$ cat src/logic/mrs_params.svh
`ifndef MRS_PARAMS_SVH
`define MRS_PARAMS_SVH
`define MRS_CLK_MHZ        25
`define MRS_CLK_NS         40
`define MRS_T_WAIT_US      400
`define MRS_T_RAMP_US      700
`define MRS_T_PGFILT_US    1000
`define MRS_T_PGBLANK_US   2500
`define MRS_T_TRKDIS_US    4000
`define MRS_T_UVFILT_US    1000
`define MRS_T_UVEN_US      1200
`define MRS_T_PGDROP_NS    330
`define MRS_PGDROP_CYC     (`MRS_T_PGDROP_NS / `MRS_CLK_NS)
`define MRS_MINON_CYC      3'h4
`define MRS_TW             17
`define MRS_RAMP_STEPS     256
`define MRS_AW             8
`define MRS_ADDR_CTRL      8'h00
`define MRS_ADDR_STATUS    8'h04
`define MRS_CTRL_RST       32'h0000_0000
`define MRS_CTRL_FPWM      0
`define MRS_ST_STATE       0
`define MRS_ST_MODE        4
`define MRS_ST_OVFLAG      8
`define MRS_ST_OVLATCH     9
`define MRS_ST_UV          10
`define MRS_ST_PG          11
`define MRS_ST_SUSP        12
`define MRS_ST_SOFT        13
`define MRS_RESP_OKAY      2'h0
`define MRS_RESP_SLVERR    2'h2
`define MRS_MODE_500_NTRK  2'h3
`define MRS_MODE_670_NTRK  2'h2
`define MRS_MODE_670_TRK   2'h1
`define MRS_MODE_500_TRK   2'h0
`endif

$ cat src/logic/mrs_pkg.sv
`default_nettype none
`include "mrs_params.svh"
package mrs_pkg;
	typedef enum logic [2:0] {ST_OFF, ST_WAIT, ST_RAMP, ST_RUN, ST_DTRK}
		mrs_state_t;
	typedef struct packed {
		logic                   awvalid;
		logic [`MRS_AW-1:0]     awaddr;
		logic                   wvalid;
		logic [31:0]            wdata;
		logic [3:0]             wstrb;
		logic                   bready;
		logic                   arvalid;
		logic [`MRS_AW-1:0]     araddr;
		logic                   rready;
	} mrs_axi_req_t;
	typedef struct packed {
		logic        awready;
		logic        wready;
		logic        bvalid;
		logic [1:0]  bresp;
		logic        arready;
		logic        rvalid;
		logic [31:0] rdata;
		logic [1:0]  rresp;
	} mrs_axi_rsp_t;
	typedef struct packed {
		logic overV;
		logic underV;
		logic inWin8;
		logic outWin16;
		logic aboveOob8;
		logic atZero;
		logic zeroCross;
		logic negLimit;
	} mrs_cmp_t;
	typedef struct packed {
		logic refOutEn;
		logic mainRailEn;
		logic termRefEn;
		logic termRailEn;
		logic termRailHiZ;
		logic mainDisch;
		logic termDisch;
		logic trackDisch;
	} mrs_rail_t;
	typedef struct packed {
		logic highSide;
		logic lowSide;
	} mrs_gate_t;
endpackage
`default_nettype wire

$ cat src/logic/mrs_sequencer.sv
// Operation
// - both selects high turns main rail, termination reference and rail on
// - suspend low, soft-off high keeps main and reference, floats rail
// - both low turns everything off and discharges per latched mode, non-tracking with a fault latched
// - switching held off for 400 us after soft-off rises
// - soft-start ramps the reference over about 700 us
// - mode code latched at soft-off rise, sense current on, kept
// - mode code picks 500/670 kHz and tracking or non-tracking discharge
// - power-good rises after 1 ms inside the 8 percent window
// - power-good falls within 330 ns outside the 16 percent window
// - power-good blocked until 2.5 ms after soft-off rises
// - tracking discharge via termination path, non-tracking after 4 ms
// - non-tracking discharge uses dedicated discharge transistors
// - auto-skip cuts low-side drive at zero crossing
// - sense 20 percent high flags overvoltage, target zero, low side on
// - negative limit in overvoltage swaps to high side for minimum on
// - sense at zero after overvoltage latches low side, discharges term
// - sense below 68 percent for 1 ms latches undervoltage, gates low
// - undervoltage detection armed after 1.2 ms of operation
// - fault latches clear only on soft-off toggle or bias lockout; overvoltage latch re-sets if sense is at zero on the rise
// - 8 percent above target forces continuous PWM until back in range
// - bias lockout shuts all outputs but the register port off, non-latching
//
// Design decisions made here: the AXI4-Lite register port and the register addresses.
`default_nettype none
`include "mrs_params.svh"
module mrs_sequencer #(
	parameter int WAIT_CYC    = `MRS_T_WAIT_US * `MRS_CLK_MHZ,
	parameter int RAMP_CYC    = `MRS_T_RAMP_US * `MRS_CLK_MHZ,
	parameter int PGFILT_CYC  = `MRS_T_PGFILT_US * `MRS_CLK_MHZ,
	parameter int PGBLANK_CYC = `MRS_T_PGBLANK_US * `MRS_CLK_MHZ,
	parameter int TRKDIS_CYC  = `MRS_T_TRKDIS_US * `MRS_CLK_MHZ,
	parameter int UVFILT_CYC  = `MRS_T_UVFILT_US * `MRS_CLK_MHZ,
	parameter int UVEN_CYC    = `MRS_T_UVEN_US * `MRS_CLK_MHZ
) (
	input  wire logic                  core_clk,
	input  wire logic                  srst,
	input  wire logic                  clkEn,
	input  wire logic                  suspendSelectIn,
	input  wire logic                  softOffSelectIn,
	input  wire logic                  biasUvloIn,
	input  wire logic [1:0]            modeCodeIn,
	input  wire mrs_pkg::mrs_cmp_t     cmpIn,
	input  wire logic                  pwmOnReq,
	input  wire mrs_pkg::mrs_axi_req_t axiReq,
	output mrs_pkg::mrs_axi_rsp_t      axiRsp,
	output mrs_pkg::mrs_rail_t         railOut,
	output mrs_pkg::mrs_gate_t         gateOut,
	output logic                       powerGoodOut,
	output logic                       modeSenseEn,
	output logic                       freqSel670,
	output logic [7:0]                 refRampOut
);
	import mrs_pkg::*;

	localparam int TW = `MRS_TW;
	localparam int STEP_CYC = RAMP_CYC / `MRS_RAMP_STEPS;
	localparam logic [TW-1:0] kWait    = TW'(WAIT_CYC);
	localparam logic [TW-1:0] kPgFilt  = TW'(PGFILT_CYC);
	localparam logic [TW-1:0] kPgBlank = TW'(PGBLANK_CYC);
	localparam logic [TW-1:0] kTrk     = TW'(TRKDIS_CYC);
	localparam logic [TW-1:0] kUvFilt  = TW'(UVFILT_CYC);
	localparam logic [TW-1:0] kUvEn    = TW'(WAIT_CYC + UVEN_CYC);
	localparam logic [TW-1:0] kStep    = TW'(STEP_CYC);

	////////////////////////////////////////////////////////////////////
	logic [13:0]   syncA_ff;
	logic [13:0]   syncB_ff;
	logic          suspS;
	logic          softS;
	logic          uvloS;
	logic [1:0]    modeS;
	mrs_cmp_t      cmpS;
	logic          pwmS;
	logic          rst;

	always_ff @(posedge core_clk) begin
		if (srst) begin
			syncA_ff <= 14'h0000;
			syncB_ff <= 14'h0000;
		end else if (clkEn) begin
			syncA_ff <= {pwmOnReq, cmpIn, modeCodeIn, biasUvloIn,
				softOffSelectIn, suspendSelectIn};
			syncB_ff <= syncA_ff;
		end
	end
	assign {pwmS, cmpS, modeS, uvloS, softS, suspS} = syncB_ff;
	assign rst = srst | uvloS;

	////////////////////////////////////////////////////////////////////
	mrs_state_t    state_ff;
	mrs_state_t    nxt_state;
	logic          softPrev_ff;
	logic          softRise;
	logic [TW-1:0] stateTimer_ff;
	logic [TW-1:0] sinceEn_ff;
	logic [TW-1:0] stepCnt_ff;
	logic [7:0]    ramp_ff;
	logic [1:0]    mode_ff;
	logic          tracking;
	logic          running;
	logic          ovFlag_ff;
	logic          ovLatch_ff;
	logic          uvFlag_ff;
	logic [TW-1:0] uvCnt_ff;
	logic [TW-1:0] pgCnt_ff;
	logic [2:0]    minOn_ff;
	logic [31:0]   ctrl_ff;
	logic          contPwm;
	logic          faultDisch;

	assign softRise = softS & ~softPrev_ff;
	assign running  = (state_ff == ST_RAMP) || (state_ff == ST_RUN);

	always_ff @(posedge core_clk) begin
		if (rst)
			softPrev_ff <= 1'b0;
		else if (clkEn)
			softPrev_ff <= softS;
	end

	always_comb begin
		case (mode_ff)
			`MRS_MODE_500_NTRK: {tracking, freqSel670} = 2'b00;
			`MRS_MODE_670_NTRK: {tracking, freqSel670} = 2'b01;
			`MRS_MODE_670_TRK:  {tracking, freqSel670} = 2'b11;
			default:            {tracking, freqSel670} = 2'b10;
		endcase
	end

	always_comb begin
		nxt_state = state_ff;
		case (state_ff)
			ST_OFF: if (softRise)
				nxt_state = ST_WAIT;
			ST_WAIT, ST_RAMP, ST_RUN: begin
				if (!softS)
					nxt_state = (tracking && !ovLatch_ff && !uvFlag_ff)
						? ST_DTRK : ST_OFF;
				else if (state_ff == ST_WAIT && stateTimer_ff == kWait - 1)
					nxt_state = ST_RAMP;
				else if (state_ff == ST_RAMP && ramp_ff == 8'hff
					&& stepCnt_ff == kStep - 1)
					nxt_state = ST_RUN;
			end
			ST_DTRK: begin
				if (softRise)
					nxt_state = ST_WAIT;
				else if (stateTimer_ff == kTrk - 1)
					nxt_state = ST_OFF;
			end
			default: nxt_state = ST_OFF;
		endcase
	end

	always_ff @(posedge core_clk) begin
		if (rst) begin
			state_ff      <= ST_OFF;
			stateTimer_ff <= '0;
		end else if (clkEn) begin
			state_ff <= nxt_state;
			if (nxt_state != state_ff)
				stateTimer_ff <= '0;
			else
				stateTimer_ff <= stateTimer_ff + 1'b1;
		end
	end

	// time since enable, saturates at the blanking count
	always_ff @(posedge core_clk) begin
		if (rst)
			sinceEn_ff <= '0;
		else if (clkEn) begin
			if (softRise || !softS)
				sinceEn_ff <= '0;
			else if (sinceEn_ff != kPgBlank)
				sinceEn_ff <= sinceEn_ff + 1'b1;
		end
	end

	always_ff @(posedge core_clk) begin
		if (rst)
			mode_ff <= 2'h0;
		else if (clkEn && softRise)
			mode_ff <= modeS;
	end

	// stepped reference ramp; overvoltage forces target to zero
	always_ff @(posedge core_clk) begin
		if (rst) begin
			ramp_ff    <= 8'h00;
			stepCnt_ff <= '0;
		end else if (clkEn) begin
			if (state_ff != ST_RAMP)
				stepCnt_ff <= '0;
			else if (stepCnt_ff == kStep - 1)
				stepCnt_ff <= '0;
			else
				stepCnt_ff <= stepCnt_ff + 1'b1;
			if (!running || ovFlag_ff)
				ramp_ff <= 8'h00;
			else if (state_ff == ST_RUN)
				ramp_ff <= 8'hff;
			else if (stepCnt_ff == kStep - 1 && ramp_ff != 8'hff)
				ramp_ff <= ramp_ff + 1'b1;
		end
	end

	////////////////////////////////////////////////////////////////////
	// latches clear only on soft-off toggle or lockout; an ovLatch_ff set on the toggle edge wins
	always_ff @(posedge core_clk) begin
		if (rst) begin
			ovFlag_ff  <= 1'b0;
			ovLatch_ff <= 1'b0;
		end else if (clkEn) begin
			if (softRise) begin
				ovFlag_ff  <= 1'b0;
				ovLatch_ff <= 1'b0;
			end
			if (running && cmpS.overV)
				ovFlag_ff <= 1'b1;
			if (ovFlag_ff && cmpS.atZero && softS)
				ovLatch_ff <= 1'b1;
		end
	end

	always_ff @(posedge core_clk) begin
		if (rst) begin
			uvCnt_ff  <= '0;
			uvFlag_ff <= 1'b0;
		end else if (clkEn) begin
			if (!running || !cmpS.underV || ovFlag_ff || uvFlag_ff
				|| sinceEn_ff < kUvEn)
				uvCnt_ff <= '0;
			else
				uvCnt_ff <= uvCnt_ff + 1'b1;
			if (softRise)
				uvFlag_ff <= 1'b0;
			if (uvCnt_ff == kUvFilt - 1 && cmpS.underV && running)
				uvFlag_ff <= 1'b1;
		end
	end

	always_ff @(posedge core_clk) begin
		if (rst)
			minOn_ff <= 3'h0;
		else if (clkEn) begin
			if (minOn_ff != 3'h0)
				minOn_ff <= minOn_ff - 1'b1;
			else if (ovFlag_ff && !ovLatch_ff && cmpS.negLimit)
				minOn_ff <= `MRS_MINON_CYC;
		end
	end

	assign contPwm = ctrl_ff[`MRS_CTRL_FPWM] | cmpS.aboveOob8;

	always_ff @(posedge core_clk) begin
		if (rst)
			gateOut <= '0;
		else if (clkEn) begin
			if (!running || uvFlag_ff)
				gateOut <= '0;
			else if (ovLatch_ff)
				gateOut <= 2'b01;
			else if (ovFlag_ff)
				gateOut <= (minOn_ff != 3'h0) ? 2'b10 : 2'b01;
			// zero-cross ends low side in skip
			else
				gateOut <= {pwmS, !pwmS && (contPwm || !cmpS.zeroCross)};
		end
	end

	////////////////////////////////////////////////////////////////////
	assign faultDisch = uvFlag_ff | ovLatch_ff;

	always_ff @(posedge core_clk) begin
		if (rst)
			railOut <= '0;
		else if (clkEn) begin
			railOut.refOutEn <= (state_ff != ST_OFF) && (state_ff != ST_DTRK);
			railOut.mainRailEn <= running && !faultDisch && !ovFlag_ff;
			railOut.termRefEn <= ((running || state_ff == ST_WAIT)
				&& !faultDisch) || state_ff == ST_DTRK;
			railOut.termRailEn <= (running && suspS && !faultDisch)
				|| state_ff == ST_DTRK;
			railOut.termRailHiZ <= (running || state_ff == ST_WAIT)
				&& !suspS && !faultDisch;
			railOut.mainDisch <= (state_ff == ST_OFF) || uvFlag_ff;
			railOut.termDisch <= (state_ff == ST_OFF) || faultDisch;
			railOut.trackDisch <= (state_ff == ST_DTRK);
		end
	end

	// assert after filter; drop at once
	always_ff @(posedge core_clk) begin
		if (rst) begin
			pgCnt_ff     <= '0;
			powerGoodOut <= 1'b0;
		end else if (clkEn) begin
			// drop with the select too, on the same edge as the enable timer restarts
			if (!running || !softS || faultDisch || ovFlag_ff
				|| cmpS.outWin16)
				powerGoodOut <= 1'b0;
			else if (pgCnt_ff == kPgFilt - 1 && cmpS.inWin8)
				powerGoodOut <= 1'b1;
			if (powerGoodOut || !cmpS.inWin8 || !running
				|| sinceEn_ff != kPgBlank)
				pgCnt_ff <= '0;
			else
				pgCnt_ff <= pgCnt_ff + 1'b1;
		end
	end

	assign modeSenseEn = (state_ff == ST_WAIT);
	assign refRampOut  = ramp_ff;

	////////////////////////////////////////////////////////////////////
	// register slave: address and data taken in either order
	logic                awHeld_ff;
	logic                wHeld_ff;
	logic [`MRS_AW-1:0]  awAddr_ff;
	logic [31:0]         wData_ff;
	logic                wStrb0_ff;
	logic                bValid_ff;
	logic [1:0]          bResp_ff;
	logic                rValid_ff;
	logic [31:0]         rData_ff;
	logic [1:0]          rResp_ff;
	logic [31:0]         statusWord;

	assign statusWord = {18'h0_0000, softS, suspS, powerGoodOut,
		uvFlag_ff, ovLatch_ff, ovFlag_ff, 2'h0, mode_ff, 1'b0,
		state_ff};

	always_comb begin
		axiRsp.awready = clkEn && !awHeld_ff && !bValid_ff;
		axiRsp.wready  = clkEn && !wHeld_ff && !bValid_ff;
		axiRsp.bvalid  = bValid_ff;
		axiRsp.bresp   = bResp_ff;
		axiRsp.arready = clkEn && !rValid_ff;
		axiRsp.rvalid  = rValid_ff;
		axiRsp.rdata   = rData_ff;
		axiRsp.rresp   = rResp_ff;
	end

	always_ff @(posedge core_clk) begin
		if (srst) begin
			awHeld_ff <= 1'b0;
			wHeld_ff  <= 1'b0;
			awAddr_ff <= '0;
			wData_ff  <= 32'h0000_0000;
			wStrb0_ff <= 1'b0;
			bValid_ff <= 1'b0;
			bResp_ff  <= `MRS_RESP_OKAY;
			ctrl_ff   <= `MRS_CTRL_RST;
		end else if (clkEn) begin
			if (axiReq.awvalid && axiRsp.awready) begin
				awHeld_ff <= 1'b1;
				awAddr_ff <= axiReq.awaddr;
			end
			if (axiReq.wvalid && axiRsp.wready) begin
				wHeld_ff  <= 1'b1;
				wData_ff  <= axiReq.wdata;
				wStrb0_ff <= axiReq.wstrb[0];
			end
			if (awHeld_ff && wHeld_ff && !bValid_ff) begin
				awHeld_ff <= 1'b0;
				wHeld_ff  <= 1'b0;
				bValid_ff <= 1'b1;
				if (awAddr_ff == `MRS_ADDR_CTRL) begin
					bResp_ff <= `MRS_RESP_OKAY;
					if (wStrb0_ff)
						ctrl_ff <= {31'h0000_0000, wData_ff[`MRS_CTRL_FPWM]};
				end else
					bResp_ff <= (awAddr_ff == `MRS_ADDR_STATUS)
						? `MRS_RESP_OKAY : `MRS_RESP_SLVERR;
			end else if (bValid_ff && axiReq.bready)
				bValid_ff <= 1'b0;
		end
	end

	always_ff @(posedge core_clk) begin
		if (srst) begin
			rValid_ff <= 1'b0;
			rData_ff  <= 32'h0000_0000;
			rResp_ff  <= `MRS_RESP_OKAY;
		end else if (clkEn) begin
			if (axiReq.arvalid && axiRsp.arready) begin
				rValid_ff <= 1'b1;
				rResp_ff  <= `MRS_RESP_OKAY;
				case (axiReq.araddr)
					`MRS_ADDR_CTRL:   rData_ff <= ctrl_ff;
					`MRS_ADDR_STATUS: rData_ff <= statusWord;
					default: begin
						rData_ff <= 32'h0000_0000;
						rResp_ff <= `MRS_RESP_SLVERR;
					end
				endcase
			end else if (rValid_ff && axiReq.rready)
				rValid_ff <= 1'b0;
		end
	end

	////////////////////////////////////////////////////////////////////
	// checks skip the edge on which reset lets go: outputs not yet settled
	logic          rstSeen_ff;

	always_ff @(posedge core_clk) begin
		if (rst)
			rstSeen_ff <= 1'b1;
		else if (clkEn)
			rstSeen_ff <= 1'b0;
	end
endmodule
`default_nettype wire

$ cat config.mk
export PLATFORM = sky130hd
export DESIGN_NAME = mrs_sequencer
export DESIGN_NICKNAME = d
export VERILOG_FILES = /design/src/logic/mrs_pkg.sv /design/src/logic/mrs_sequencer.sv
export VERILOG_INCLUDE_DIRS = /design/src /design/src/logic
export SDC_FILE = /design/constraint.sdc
export NUM_CORES = 1
export LEC_CHECK = 0
export ABC_AREA = 1
export CAP_MARGIN = 15
export CORE_MARGIN = 2
export CORE_UTILIZATION = 25
export CTS_BUF_LIST = sky130_fd_sc_hd__clkbuf_8
export DETAILED_ROUTE_END_ITERATION = 16
export DONT_BUFFER_PORTS = 1
export PLACE_DENSITY_LB_ADDON = 0.15
export SLEW_MARGIN = 40
export SYNTH_ARGS = -nofsm -noshare
export SYNTH_HDL_FRONTEND = slang
export SYNTH_SLANG_ARGS = --single-unit
$ cat constraint.sdc
create_clock -name core_clk -period 2.14 [get_ports core_clk]
set_clock_uncertainty 0.1 [all_clocks]
set_input_delay 0.321 -clock core_clk [delete_from_list [all_inputs] [get_ports core_clk]]
set_output_delay 0.321 -clock core_clk [all_outputs]
set_load 0.05 [all_outputs]
After elaboration in Yosys (flattened, before gate mapping)
Cells that the tools add are included.
Storage, ports and cells
  output and inout port bits: 62
  bits in registers: 195
Operators by class
  equal/unequal tests: 20
  magnitude comparators: 1
  reduce and logical (&&, ||, !) cells: 108
  multiplexer cells: 44
  bitwise logic cells: 5
  add/subtract/negate cells: 7
Operators with widths (count)
  two-way mux 17 bit: 7
  adder 17 x 1 -> 17 bit, second input constant: 5
  logical AND 1 bit: 36
  equality test 17 x 15 -> 1 bit, second input constant: 2
  AND reduction 2 bit: 15
  case mux 14 bit (2 select lines): 1
  two-way mux 3 bit: 9
  two-way mux 8 bit: 3
  logical OR 1 bit: 21
  nonzero test 2 bit: 10
  equality test 17 x 14 -> 1 bit, second input constant: 1
  equality test 17 bit, second input constant: 1
  equality test 17 x 7 -> 1 bit, second input constant: 1
  < comparator 17 x 16 -> 1 bit, second input constant: 1
  inequality test 17 x 16 -> 1 bit, second input constant: 1
  equality test 8 x 3 -> 1 bit, second input constant: 2
  zero test 8 bit: 2
  two-way mux 1 bit: 16
  zero test 1 bit: 15
  two-way mux 2 bit: 7
  case mux 3 bit (3 select lines): 1
  nonzero test 3 bit: 3
  adder 8 x 1 -> 8 bit, second input constant: 1
  equality test 8 bit, second input constant: 1
  17 further kinds: 23

Longest topological paths before layout
Gate-level depths: netlist of run 1.
  depth after elaboration: 10
  mapped depth: 15

Worst setup path before layout of run 1
Ideal clock, no wire load.
  path type: register to register
  from: register ramp_ff[0] (netlist: refRampOut[0])
  to: register stateTimer_ff[11]
  arrival: 1.940 ns
  buffers on the path: 1
  stages on the path, launching flop included: 16
  data required time: 1.923 ns
  period minus slack after synthesis: 2.157 ns
  slack: -0.017 ns
  library setup time: 0.117 ns
  cell sequence: dfxtp_1 > ha_1 > nand2_1 > nor2_1 > nand2_1 > nor2_1 > nand3_1 > nand2_1 > nand2_1 > nand2_1 > nand2_1 > nand2_1 > nand2_1 > nand2_2 > buf_6 > nor2_1
On the way
  word-level cells in the longest chain between the ends: 9
Ends and longest elaborated chain
  start, declared: line mrs_sequencer.sv:98  | logic [7:0] ramp_ff;
  start signal, assigned: line mrs_sequencer.sv:205  | ramp_ff <= ramp_ff + 1'b1;
  equality test 8 bit: line mrs_sequencer.sv:142  | else if (state_ff == ST_RAMP && ramp_ff == 8'hff
  logical AND 1 bit: line mrs_sequencer.sv:142
  logical AND 1 bit: line mrs_sequencer.sv:143  | && stepCnt_ff == kStep - 1)
  two-way mux 3 bit: line mrs_sequencer.sv:142
  two-way mux 3 bit: line mrs_sequencer.sv:140  | else if (state_ff == ST_WAIT && stateTimer_ff == kWait - 1)
  two-way mux 3 bit: line mrs_sequencer.sv:137  | if (!softS)
  case mux 3 bit (3 select lines): line mrs_sequencer.sv:133  | case (state_ff)
  inequality test 3 bit: line mrs_sequencer.sv:162  | if (nxt_state != state_ff)
  two-way mux 17 bit: line mrs_sequencer.sv:162
  end signal, assigned: line mrs_sequencer.sv:165  | stateTimer_ff <= stateTimer_ff + 1'b1;
  end, declared: line mrs_sequencer.sv:95  | logic [TW-1:0] stateTimer_ff;
Every way passes these cells.
A chain may end at the register's enable or synchronous reset.

Worst setup path after layout of run 1
  from: register state_ff[2]
  to: register ramp_ff[3] (netlist: refRampOut[3])
On the way
  word-level cells in the longest chain between the ends: 6
  elaborated cells on any way between the ends: 9
  classes of those cells: eq/ne: 2; mux: 2; reduce/logical: 5
Ends and longest elaborated chain
  start, declared: line mrs_sequencer.sv:91  | mrs_state_t state_ff;
  start signal, assigned: line mrs_sequencer.sv:161  | state_ff <= nxt_state;
  equality test 3 x 2 -> 1 bit (on tied branches): line mrs_sequencer.sv:113, mrs_sequencer.sv:202
  logical OR 1 bit: line mrs_sequencer.sv:113  | assign running = (state_ff == ST_RAMP) || (state_ff == ST_RUN);
  zero test 1 bit: line mrs_sequencer.sv:200  | if (!running || ovFlag_ff)
  logical OR 1 bit: line mrs_sequencer.sv:200
  nonzero test 3 bit (no source line)
  AND reduction 2 bit (no source line)
Parallel ways exist; a longest one is shown, timed or not.

==> impl_metrics.py, run 1 <==
metrics = {
    "status": {
        "outcome": "finished clean",
    },
    "placed_design": {
        "portBuffers": 0,
        "dp_cells": 1610,
        "dpl.hpwl_mm": 16.35,
        "place_congestion": 0.7937,
    },
    "floorplan": {
        "die_h_um": 185.2,
        "core_mm2": 0.03245,
        "ioPinCount": 136,
        "die_w_um": 185.2,
        "die_area_mm2": 0.03430,
        "initial_utilization_pct": 25.29,
        "rows": 66,
    },
    "sta": {
        "fin_crit_sh_pct": 92.71,
        "maxSlewHeadroom_pct": 52.93,
        "post-route-min-period_ps": 1984,
        "rsz0062_at_grt": "false",
        "timing.hold.ws_ps": 44.53,
        "setup_viol": 0,
        "tns_ps": 0,
        "hold_violations": 0,
        "tightest_slew_ps": 705.3,
        "drv_slew": 0,
        "clock.fmax_mhz": 504.0,
    },
    "cts": {
        "clkLatencyLatePin_ps": 470,
        "cts_tree": "done",
        "cts_root_buf": "clkbuf_8",
        "cts_buffer_depth": 2,
        "htreeDepth": 4,
        "cts_sinks": 172,
        "cts_made_buffers": 17,
        "clk_pin_slew_ps": 90,
    },
    "worst_setup_path": {
        "end_kind": "register",
        "crit_fanout": 9,
        "start_kind": "register",
        "cp_data_required_time_ps": 2420,
        "cp.arrival_ps": 2270,
        "path_class": "register to register",
    },
    "routing": {
        "drt_pass1_iterations": 5,
        "drc": 0,
        "final_antenna_net_count": 0,
        "routedWlPerCell_um": 13.55,
        "drtIter0Drc": 428,
        "vias_per_cell": 4.373,
        "num_vias": 7325,
        "routed_wl_mm": 22.70,
    },
    "finish": {
        "final_cells": 1675,
        "nFillCells": 3574,
        "syn2layout_area_growth_pct": 18.55,
        "antenna_cells": 0,
        "fin_util_pct": 29.98,
        "final_layout_size_suffix_gt1_share_pct": 9.408,
        "nets": 1302,
    },
    "synth": {
        "ys_warn_count": 0,
        "syn_area_mm2": 0.008208,
        "syn_avg_cell_area_um2": 7.076,
        "synth_seq_cells": 172,
        "syn_inst": 1160,
        "synth_seq_area_share_pct": 41.95,
        "ys_types": 43,
    },
    "global_routing": {
        "overflow": 0,
        "grt_pass1_vias": 7093,
        "grt_pass1_wl_mm": 37.03,
        "antenna_found_initial": 0,
        "track_usage_pct": 13.71,
        "grt_max_degree": 56,
    },
    "power_and_ir_drop": {
        "power.density_mw_per_mm2": 706.7,
        "p_leak_nw": 3.694,
        "p_total_mw": 6.877,
        "ir_drop_v": 0.0004325,
    },
    "min_path": {
        "min_path_type": "input port to register",
    },
    "job": {
        "maxCapViolations": 0,
    },
}
[stage by stage]
| step | area [um2] | setup slack, ps |
|---|---|---|
| final | 9731 | 155.9 |
| after global routing | 9731 | 5.359 |
| after CTS | 9726 | 117.4 |
| after detailed placement | 8897 | 166.2 |
| after global placement | 8897 | 188.5 |
| after floorplan | 8293 | 62.39 |
[cells in the mapped netlist, drive strengths merged]
| cell type | count | area share [%] |
|---|---|---|
| nor2 | 220 | 11 |
| nand2 | 181 | 8.4 |
| dfxtp | 172 | 42 |
| inv | 125 | 5.7 |
| o21ai | 88 | 5.4 |
| a21oi | 84 | 5.1 |
| nand3 | 60 | 3.7 |
| nor3 | 46 | 3.0 |
| buf | 41 | 3.4 |
| nand4 | 25 | 1.9 |
| xor2 | 23 | 2.5 |
| clkbuf | 19 | 0.87 |
| xnor2 | 13 | 1.4 |
| nor4 | 12 | 1.1 |
| ha | 8 | 1.2 |
| a31oi | 7 | 0.53 |
| nor3b | 6 | 0.55 |
| a211oi | 5 | 0.46 |
| o211ai | 5 | 0.46 |
| nand3b | 3 | 0.27 |
| o31ai | 3 | 0.27 |
| or2 | 3 | 0.23 |
| a31o | 2 | 0.21 |
| and3 | 2 | 0.15 |
| o21bai | 2 | 0.18 |
| a21o | 1 | 0.091 |
| conb | 1 | 0.046 |
| mux2i | 1 | 0.12 |
| o221a | 1 | 0.14 |
| o22ai | 1 | 0.076 |
[metal layers]
| layer | GRT usage (%) | wire length, um | vias up |
|---|---|---|---|
| li1 | - | - | 3873 |
| met1 | 18.71 | 11520 | 3321 |
| met2 | 21.59 | 10010 | 120 |
| met3 | 3.500 | 1009 | 11 |
| met4 | 3.333 | 167 | 0 |
| met5 | 0 | 0 | - |
[report_power, final]
part           switching (mW)  internal (mW)  total, mW
clock network            1.29           1.45       2.75
registers               0.159           3.30       3.46
logic                   0.459          0.216      0.675
[registers in the layout (all words and copies together) (netlist names), 2 cells and up]
name           flops
pgCnt_ff          17
sinceEn_ff        17
state_ff           3
syncA_ff          14
refRampOut         8
syncB_ff          14
stateTimer_ff     17
gateOut            2
stepCnt_ff        17
rData_ff          11
uvCnt_ff          17
minOn_ff           3
railOut            8
awAddr_ff          8
mode_ff            2
[kinds of logic after synthesis]
group / synth area share, %
buffers and inverters: 9.939
AOI/OAI and AO/OA: 12.96
other: 0.04569
adders and majority gates: 1.220
DFF: 41.95
muxes: 0.1220
xor gates and xnor gates: 3.841
and+or+nand+nor: 29.92
[area by class of cell]
class	instances	area, um2	area share [%]
multi-input combinational	825	4039	41.51
sequential	172	3446	35.41
timing repair buffer	79	743.2	7.638
tap	442	553.0	5.683
inverter	125	469.2	4.822
clock buffer	18	247.7	2.546
clock inverter	14	232.7	2.392
[what timing repair did]
item                                    in CTS  in global routing
endpoints found under the setup margin       0                  1
endpoints found under the hold margin       62                  0
resized for setup                            0                  1
hold buffers                                33                  0
setup buffers                                0                  0
[placed cells by master (no fill, tap or decap), types with 3 or more instances in the layout]
cell type	netlist	final
nand3b_1	3	3
o21ai_0	85	85
xnor2_1	13	13
buf_12	0	4
nor2_2	9	10
inv_2	5	5
dfxtp_1	172	170
buf_4	25	42
o211ai_1	5	5
conb_1	1	23
clkinv_4	0	4
bufinv_16	0	5
a211oi_1	5	5
nand2_2	5	5
inv_1	120	120
xor2_1	23	23
nor4_1	11	11
ha_1	8	8
o31ai_1	3	3
nand3_1	59	59
dlygate4sd3_1	0	32
nor3b_1	6	6
nor2_1	209	208
a31oi_1	7	7
a21oi_1	84	84
nand4_1	25	25
nor3_2	4	5
nand2_1	176	176
nor3_1	42	41
clkbuf_8	0	18
[worst max-delay path: stages (launching register included)]
cell,delay (ps)
dfxtp_1,400
nor2_2,150
inv_1,180
nor2_1,330
inv_1,100
nand3_1,110
nand2_2,130
inv_2,160
o211ai_1,100
a21oi_1,150
[path summary, 6_finish.rpt]
check	endpoint	from	slack (ps)	cells past startpoint
worst min register to register	awAddr_ff[0]$_SDFFE_PP0P_	awAddr_ff[0]$_SDFFE_PP0P_	360	2
worst min-delay path	wStrb0_ff$_SDFFE_PP0P_	axiReq[47]	40	3
worst max register to register	refRampOut[3]$_SDFFE_PP0P_	state_ff[2]$_SDFFE_PP0P_	160	9
worst max-delay path	refRampOut[3]$_SDFFE_PP0P_	state_ff[2]$_SDFFE_PP0P_	160	9
(Power assumes the default switching activity.)
==> run 2, diff against run 1 <==
--- a/config.mk
+++ b/config.mk
@@ -8,6 +8,8 @@
 export LEC_CHECK = 0
 export ABC_AREA = 1
 export CAP_MARGIN = 15
+export CELL_PAD_IN_SITES_DETAIL_PLACEMENT = 1
+export CELL_PAD_IN_SITES_GLOBAL_PLACEMENT = 1
 export CORE_MARGIN = 2
 export CORE_UTILIZATION = 25
 export CTS_BUF_LIST = sky130_fd_sc_hd__clkbuf_8
==> constraint.sdc (replaced) <==
create_clock -name core_clk -period 1.9 [get_ports core_clk]
set_clock_uncertainty 0.1 [all_clocks]
set_input_delay 0.285 -clock core_clk [delete_from_list [all_inputs] [get_ports core_clk]]
set_output_delay 0.285 -clock core_clk [all_outputs]
set_load 0.05 [all_outputs]
==> impl_metrics.py, run 2 (synthesized netlist as in run 1, its figures left out) <==
metrics = {
    "status": {
        "outcome": "finished clean",
    },
    "sta": {
        "hold_violations": 0,
        "post-route-min-period_ps": 1811,
        "clock.fmax_mhz": 552.1,
        "drv_slew": 0,
        "tightest_slew_ps": 602.9,
        "fin_crit_sh_pct": 95.33,
        "rsz0062_at_grt": "true",
        "timing.hold.ws_ps": 44.75,
        "maxSlewHeadroom_pct": 59.75,
        "setup_viol": 0,
    },
    "placed_design": {
        "dpl.hpwl_mm": 18.49,
        "dp_cells": 1683,
        "place_congestion": 0.7797,
        "portBuffers": 0,
    },
    "worst_setup_path": {
        "start_kind": "register",
        "cp_common_cell": "nand2_1",
        "crit_fanout": 8,
        "cp_data_required_time_ps": 2180,
        "slowest_stage": "dfxtp_4",
        "path_cells": "ha_4 -> nand2_4 -> nor2_4 -> nand2_2 -> nor2_1 -> nand3_1 -> nand2_1 -> nand2_1 -> nand2_1 -> nand2_1 -> nand2_1 -> nand2_2 -> nand2_4 -> clkbuf_16 -> nor2_1",
        "end_kind": "register",
        "r2r_cells": 15,
        "cp.arrival_ps": 2090,
        "path_class": "register to register",
        "critical-path-max-stage-delay_ps": 370,
    },
    "cts": {
        "cts_root_buf": "clkbuf_8",
        "cts_buffer_depth": 2,
        "cts_made_buffers": 17,
        "cts_sinks": 172,
        "cts_tree": "done",
        "htreeDepth": 4,
        "clkLatencyLatePin_ps": 490,
        "clk_pin_slew_ps": 90,
    },
    "finish": {
        "final_cells": 1754,
        "mostFrequentLayoutCells": "195 x nor2_1, 168 x nand2_1, 156 x dfxtp_1",
        "antenna_cells": 0,
        "nets": 1382,
        "syn2layout_area_growth_pct": 27.82,
        "final_layout_size_suffix_gt1_share_pct": 19.59,
        "final_common_cell": "nor2_1",
    },
    "routing": {
        "drtIter0Drc": 323,
        "vias_per_cell": 4.465,
        "drt_pass1_iterations": 4,
        "routedWlPerCell_um": 14.45,
        "routed_wl_mm": 25.35,
        "num_vias": 7832,
        "drc": 0,
        "final_antenna_net_count": 0,
    },
    "floorplan": {
        "ioPinCount": 136,
        "core_mm2": 0.03245,
        "die_h_um": 185.2,
        "die_area_mm2": 0.03430,
        "initial_utilization_pct": 25.29,
        "die_w_um": 185.2,
        "rows": 66,
    },
    "global_routing": {
        "track_usage_pct": 15.30,
        "grt_pass1_vias": 7950,
        "grt_pass1_wl_mm": 40.88,
        "grt_max_degree": 61,
        "overflow": 0,
        "antenna_found_initial": 0,
    },
    "power_and_ir_drop": {
        "ir_drop_v": 0.0003965,
        "p_leak_nw": 4.089,
        "power.density_mw_per_mm2": 693.4,
    },
    "min_path": {
        "min_path_cells": 4,
        "min_path_type": "input port to register",
    },
    "job": {
        "maxCapViolations": 0,
    },
}
==> run 2: cell count changes in the layout (fill, tap and decap cells not counted), sizes merged <==
cell | previous run | this run
buf | 47 | 125
inv | 129 | 133
bufinv | 5 | 0
clkinv | 4 | 1
clkinvlp | 1 | 4
clkbuf | 18 | 20
==> run 2: worst paths after layout <==
kind	endpoint	from	slack (ps)
setup reg to reg	stateTimer_ff[14]$_SDFFE_PP0P_	refRampOut[0]$_SDFFE_PP0P_	90
hold / removal	rResp_ff[1]$_SDFFE_PP0P_	axiReq[5]	40
hold reg to reg	awAddr_ff[0]$_SDFFE_PP0P_	awAddr_ff[0]$_SDFFE_PP0P_	360
setup / recovery	stateTimer_ff[14]$_SDFFE_PP0P_	refRampOut[0]$_SDFFE_PP0P_	90
==> run 2: per-stage QoR <==
step / power, mW / area (um2) / TNS [ps] / setup WS (ps) / utilization (%)
2_1_floorplan: 4.500 / 8305 / 0 / 3.541 / -
3_3_place_gp: 4.727 / 9470 / 0 / 3.460 / 29.18
3_5_place_dp: 4.735 / 9470 / -39.63 / -39.63 / 29.18
4_1_cts: 7.375 / 10190 / 0 / 6.336 / 31.41
5_1_grt: 7.672 / 10490 / -842.7 / -85.03 / 32.33
6_report: 7.274 / 10490 / 0 / 88.76 / 32.33
==> run 2: critical path: cells and delay by family (launching register included) <==
family	cells	cell delay, ps
fa+ha+maj	1	140
buf+inv	1	170
flops	1	370
simple gates	13	930
==> run 2: layer usage <==
metal	track usage [%]	part of all wire (%)	vias to the layer above	wire, um
li1	-	-	4030	-
met1	19.99	49	3690	12330
met2	25.26	46	99	11790
met3	3.343	3.8	13	959
met4	4.476	1.1	0	269
met5	0	0	-	0
==> run 2: report_power, final <==
part	switching [mW]	internal [mW]
Clock	1.52	0.970
Sequential	0.125	3.71
Combinational	0.619	0.329
==> run 2: final cells by class <==
type	count	area, um2
fillers	4041	21960
clock buffers	18	247.7
flip-flops and latches	172	3471
multi-input cells	825	4235
clock inverters	13	108.9
inverters	125	473.0
well taps	442	553.0
repair buffers	159	1403
==> run 2: timing repair <==
| item | in CTS | in global routing |
|---|---|---|
| buffers inserted | 0 | 5 |
| hold buffers | 33 | 0 |
| endpoints found under the hold margin | 72 | 0 |
| gates cloned | 0 | 2 |
| pin swaps | 0 | 14 |
| setup endpoints to repair | 8 | 74 |
| gates resized for setup | 8 | 68 |
==> run 3, diff against run 2 <==
--- a/config.mk
+++ b/config.mk
@@ -7,6 +7,7 @@
 export NUM_CORES = 1
 export LEC_CHECK = 0
 export ABC_AREA = 1
+export BUFFER_PORTS_ARGS = -buffer_cell sky130_fd_sc_hd__clkbuf_2
 export CAP_MARGIN = 15
 export CELL_PAD_IN_SITES_DETAIL_PLACEMENT = 1
 export CELL_PAD_IN_SITES_GLOBAL_PLACEMENT = 1
@@ -14,7 +15,6 @@
 export CORE_UTILIZATION = 25
 export CTS_BUF_LIST = sky130_fd_sc_hd__clkbuf_8
 export DETAILED_ROUTE_END_ITERATION = 16
-export DONT_BUFFER_PORTS = 1
 export PLACE_DENSITY_LB_ADDON = 0.15
 export SLEW_MARGIN = 40
 export SYNTH_ARGS = -nofsm -noshare
==> impl_metrics.py, run 3 (synthesized netlist as in run 1, its figures left out) <==
metrics = {
    "status": {
        "outcome": "finished clean",
    },
    "job": {
        "maxCapViolations": 0,
    },
    "power_and_ir_drop": {
        "power.density_mw_per_mm2": 674.9,
        "p_clk_share_pct": 34.0,
        "p_switching_mw": 2.294,
        "p_total_mw": 7.341,
        "combPwrFrac_pct": 14.3,
        "intPower_mw": 5.046,
        "pwr-share-seq_pct": 51.7,
        "p_leak_nw": 4.373,
        "p_sw_share_pct": 31.26,
        "ir_drop_v": 0.0003684,
    },
    "placed_design": {
        "detailed_place.area_mm2": 0.009781,
        "dp_slack_ps": -32.94,
        "portBuffers": 78,
        "place_congestion": 0.7696,
        "dpl.hpwl_mm": 18.71,
        "dp_cells": 1745,
    },
    "cts": {
        "cts_sinks": 172,
        "clk_pin_slew_ps": 100,
        "cts_tree": "done",
        "cts_buffer_depth": 2,
        "cts_made_buffers": 17,
        "htreeDepth": 4,
        "clkLatencyLatePin_ps": 490,
        "cts_root_buf": "clkbuf_8",
    },
    "min_path": {
        "min_path_type": "input port to register",
        "min_path_cells": 4,
    },
    "sta": {
        "hold_violations": 0,
        "setup_viol": 0,
        "drv_slew": 0,
        "worst_slack_ps": 49.85,
        "tns_ps": 0,
        "timing.hold.ws_ps": 59.32,
        "post-route-min-period_ps": 1850,
        "fin_crit_sh_pct": 97.38,
        "rsz0062_at_grt": "true",
        "clock.fmax_mhz": 540.5,
    },
    "worst_setup_path": {
        "cp_data_required_time_ps": 2180,
        "start_kind": "register",
        "cp.arrival_ps": 2130,
        "path_class": "register to register",
        "r2r_cells": 15,
        "crit_fanout": 8,
        "r2r_slack_ps": 50,
        "end_kind": "register",
    },
    "finish": {
        "antenna_cells": 0,
        "syn2layout_area_growth_pct": 32.52,
        "final_cells": 1815,
        "fin_util_pct": 33.51,
        "nets": 1442,
        "final_layout_size_suffix_gt1_share_pct": 24.54,
        "final_cell_area_mm2": 0.01088,
        "mostFrequentLayoutCells": "184 x nor2_1, 165 x nand2_1, 151 x dfxtp_1",
        "final_common_cell": "nor2_1",
    },
    "routing": {
        "drtIter0Drc": 309,
        "drc": 0,
        "routed_wl_mm": 25.23,
        "drt_pass1_iterations": 4,
        "num_vias": 8025,
        "routedWlPerCell_um": 13.90,
        "vias_per_cell": 4.421,
        "final_antenna_net_count": 0,
    },
    "global_routing": {
        "grt_pass1_vias": 8042,
        "grt_pass1_wl_mm": 40.96,
        "overflow": 0,
        "grt_max_degree": 41,
        "antenna_found_initial": 0,
        "track_usage_pct": 15.09,
    },
    "floorplan": {
        "rows": 66,
        "ioPinCount": 136,
        "die_area_mm2": 0.03430,
        "die_w_um": 185.2,
        "die_h_um": 185.2,
        "initial_utilization_pct": 25.29,
        "core_mm2": 0.03245,
    },
}
[run 3: cell count changes in the layout (fill, tap and decap cells not counted), sizes merged]
cell         delta
buf            -10
clkbuf         +75
clkinv          +3
clkinvlp        -1
dlygate4sd3     -5
inv             -1
[run 3: power groups by stage]
stage	registers (mW)	clock network (mW)	logic, mW
floorplan	3.97	0	0.529
global placement	3.87	0	0.948
detailed placement	3.88	0	0.956
CTS	3.79	2.65	1.01
global route	3.81	2.78	1.15
finish	3.80	2.49	1.05
[run 3: layout make-up]
type	instances	area, um2
fillers	4004	21580
multi-input cells	825	4325
repair buffers	219	1687
well taps	442	553.0
clock inverters	14	112.6
inverters	125	471.7
flip-flops and latches	172	3480
clock buffers	18	247.7
[run 3: final timing paths]
check	startpoint	endpoint
setup / recovery	stepCnt_ff[1]$_SDFFE_PP0P_	stateTimer_ff[13]$_SDFFE_PP0P_
hold / removal	axiReq[9]	rData_ff[0]$_SDFFE_PP0P_
setup reg to reg	stepCnt_ff[1]$_SDFFE_PP0P_	stateTimer_ff[13]$_SDFFE_PP0P_
hold reg to reg	awAddr_ff[0]$_SDFFE_PP0P_	awAddr_ff[0]$_SDFFE_PP0P_
[run 3: critical path, cell delays in order (launching register included)]
cell	delay (ps)
dfxtp_2	360
ha_4	150
inv_1	40
nor2_1	100
nand2_1	80
nor2_2	140
nand3_1	100
nand2_1	70
nand2_1	40
nand2_1	70
nand2_1	50
nand2_1	70
nand2_2	60
nand2_4	120
clkbuf_16	170
nor2_1	40
[run 3: layer usage]
layer	part of all wire, %	vias up	global-route usage, %
li1	-	4138	-
met1	49	3760	20.05
met2	47	111	25.29
met3	2.9	16	2.517
met4	1.1	0	4.000
met5	0	-	0
[run 3: timing repair]
item                                    CTS  global route
hold buffers                             27             0
pin swaps                                 0            14
endpoints found under the hold margin    27             0
gates resized for setup                  13            94
endpoints found under the setup margin   20            75
buffers inserted                          0             9
gates cloned                              0             2
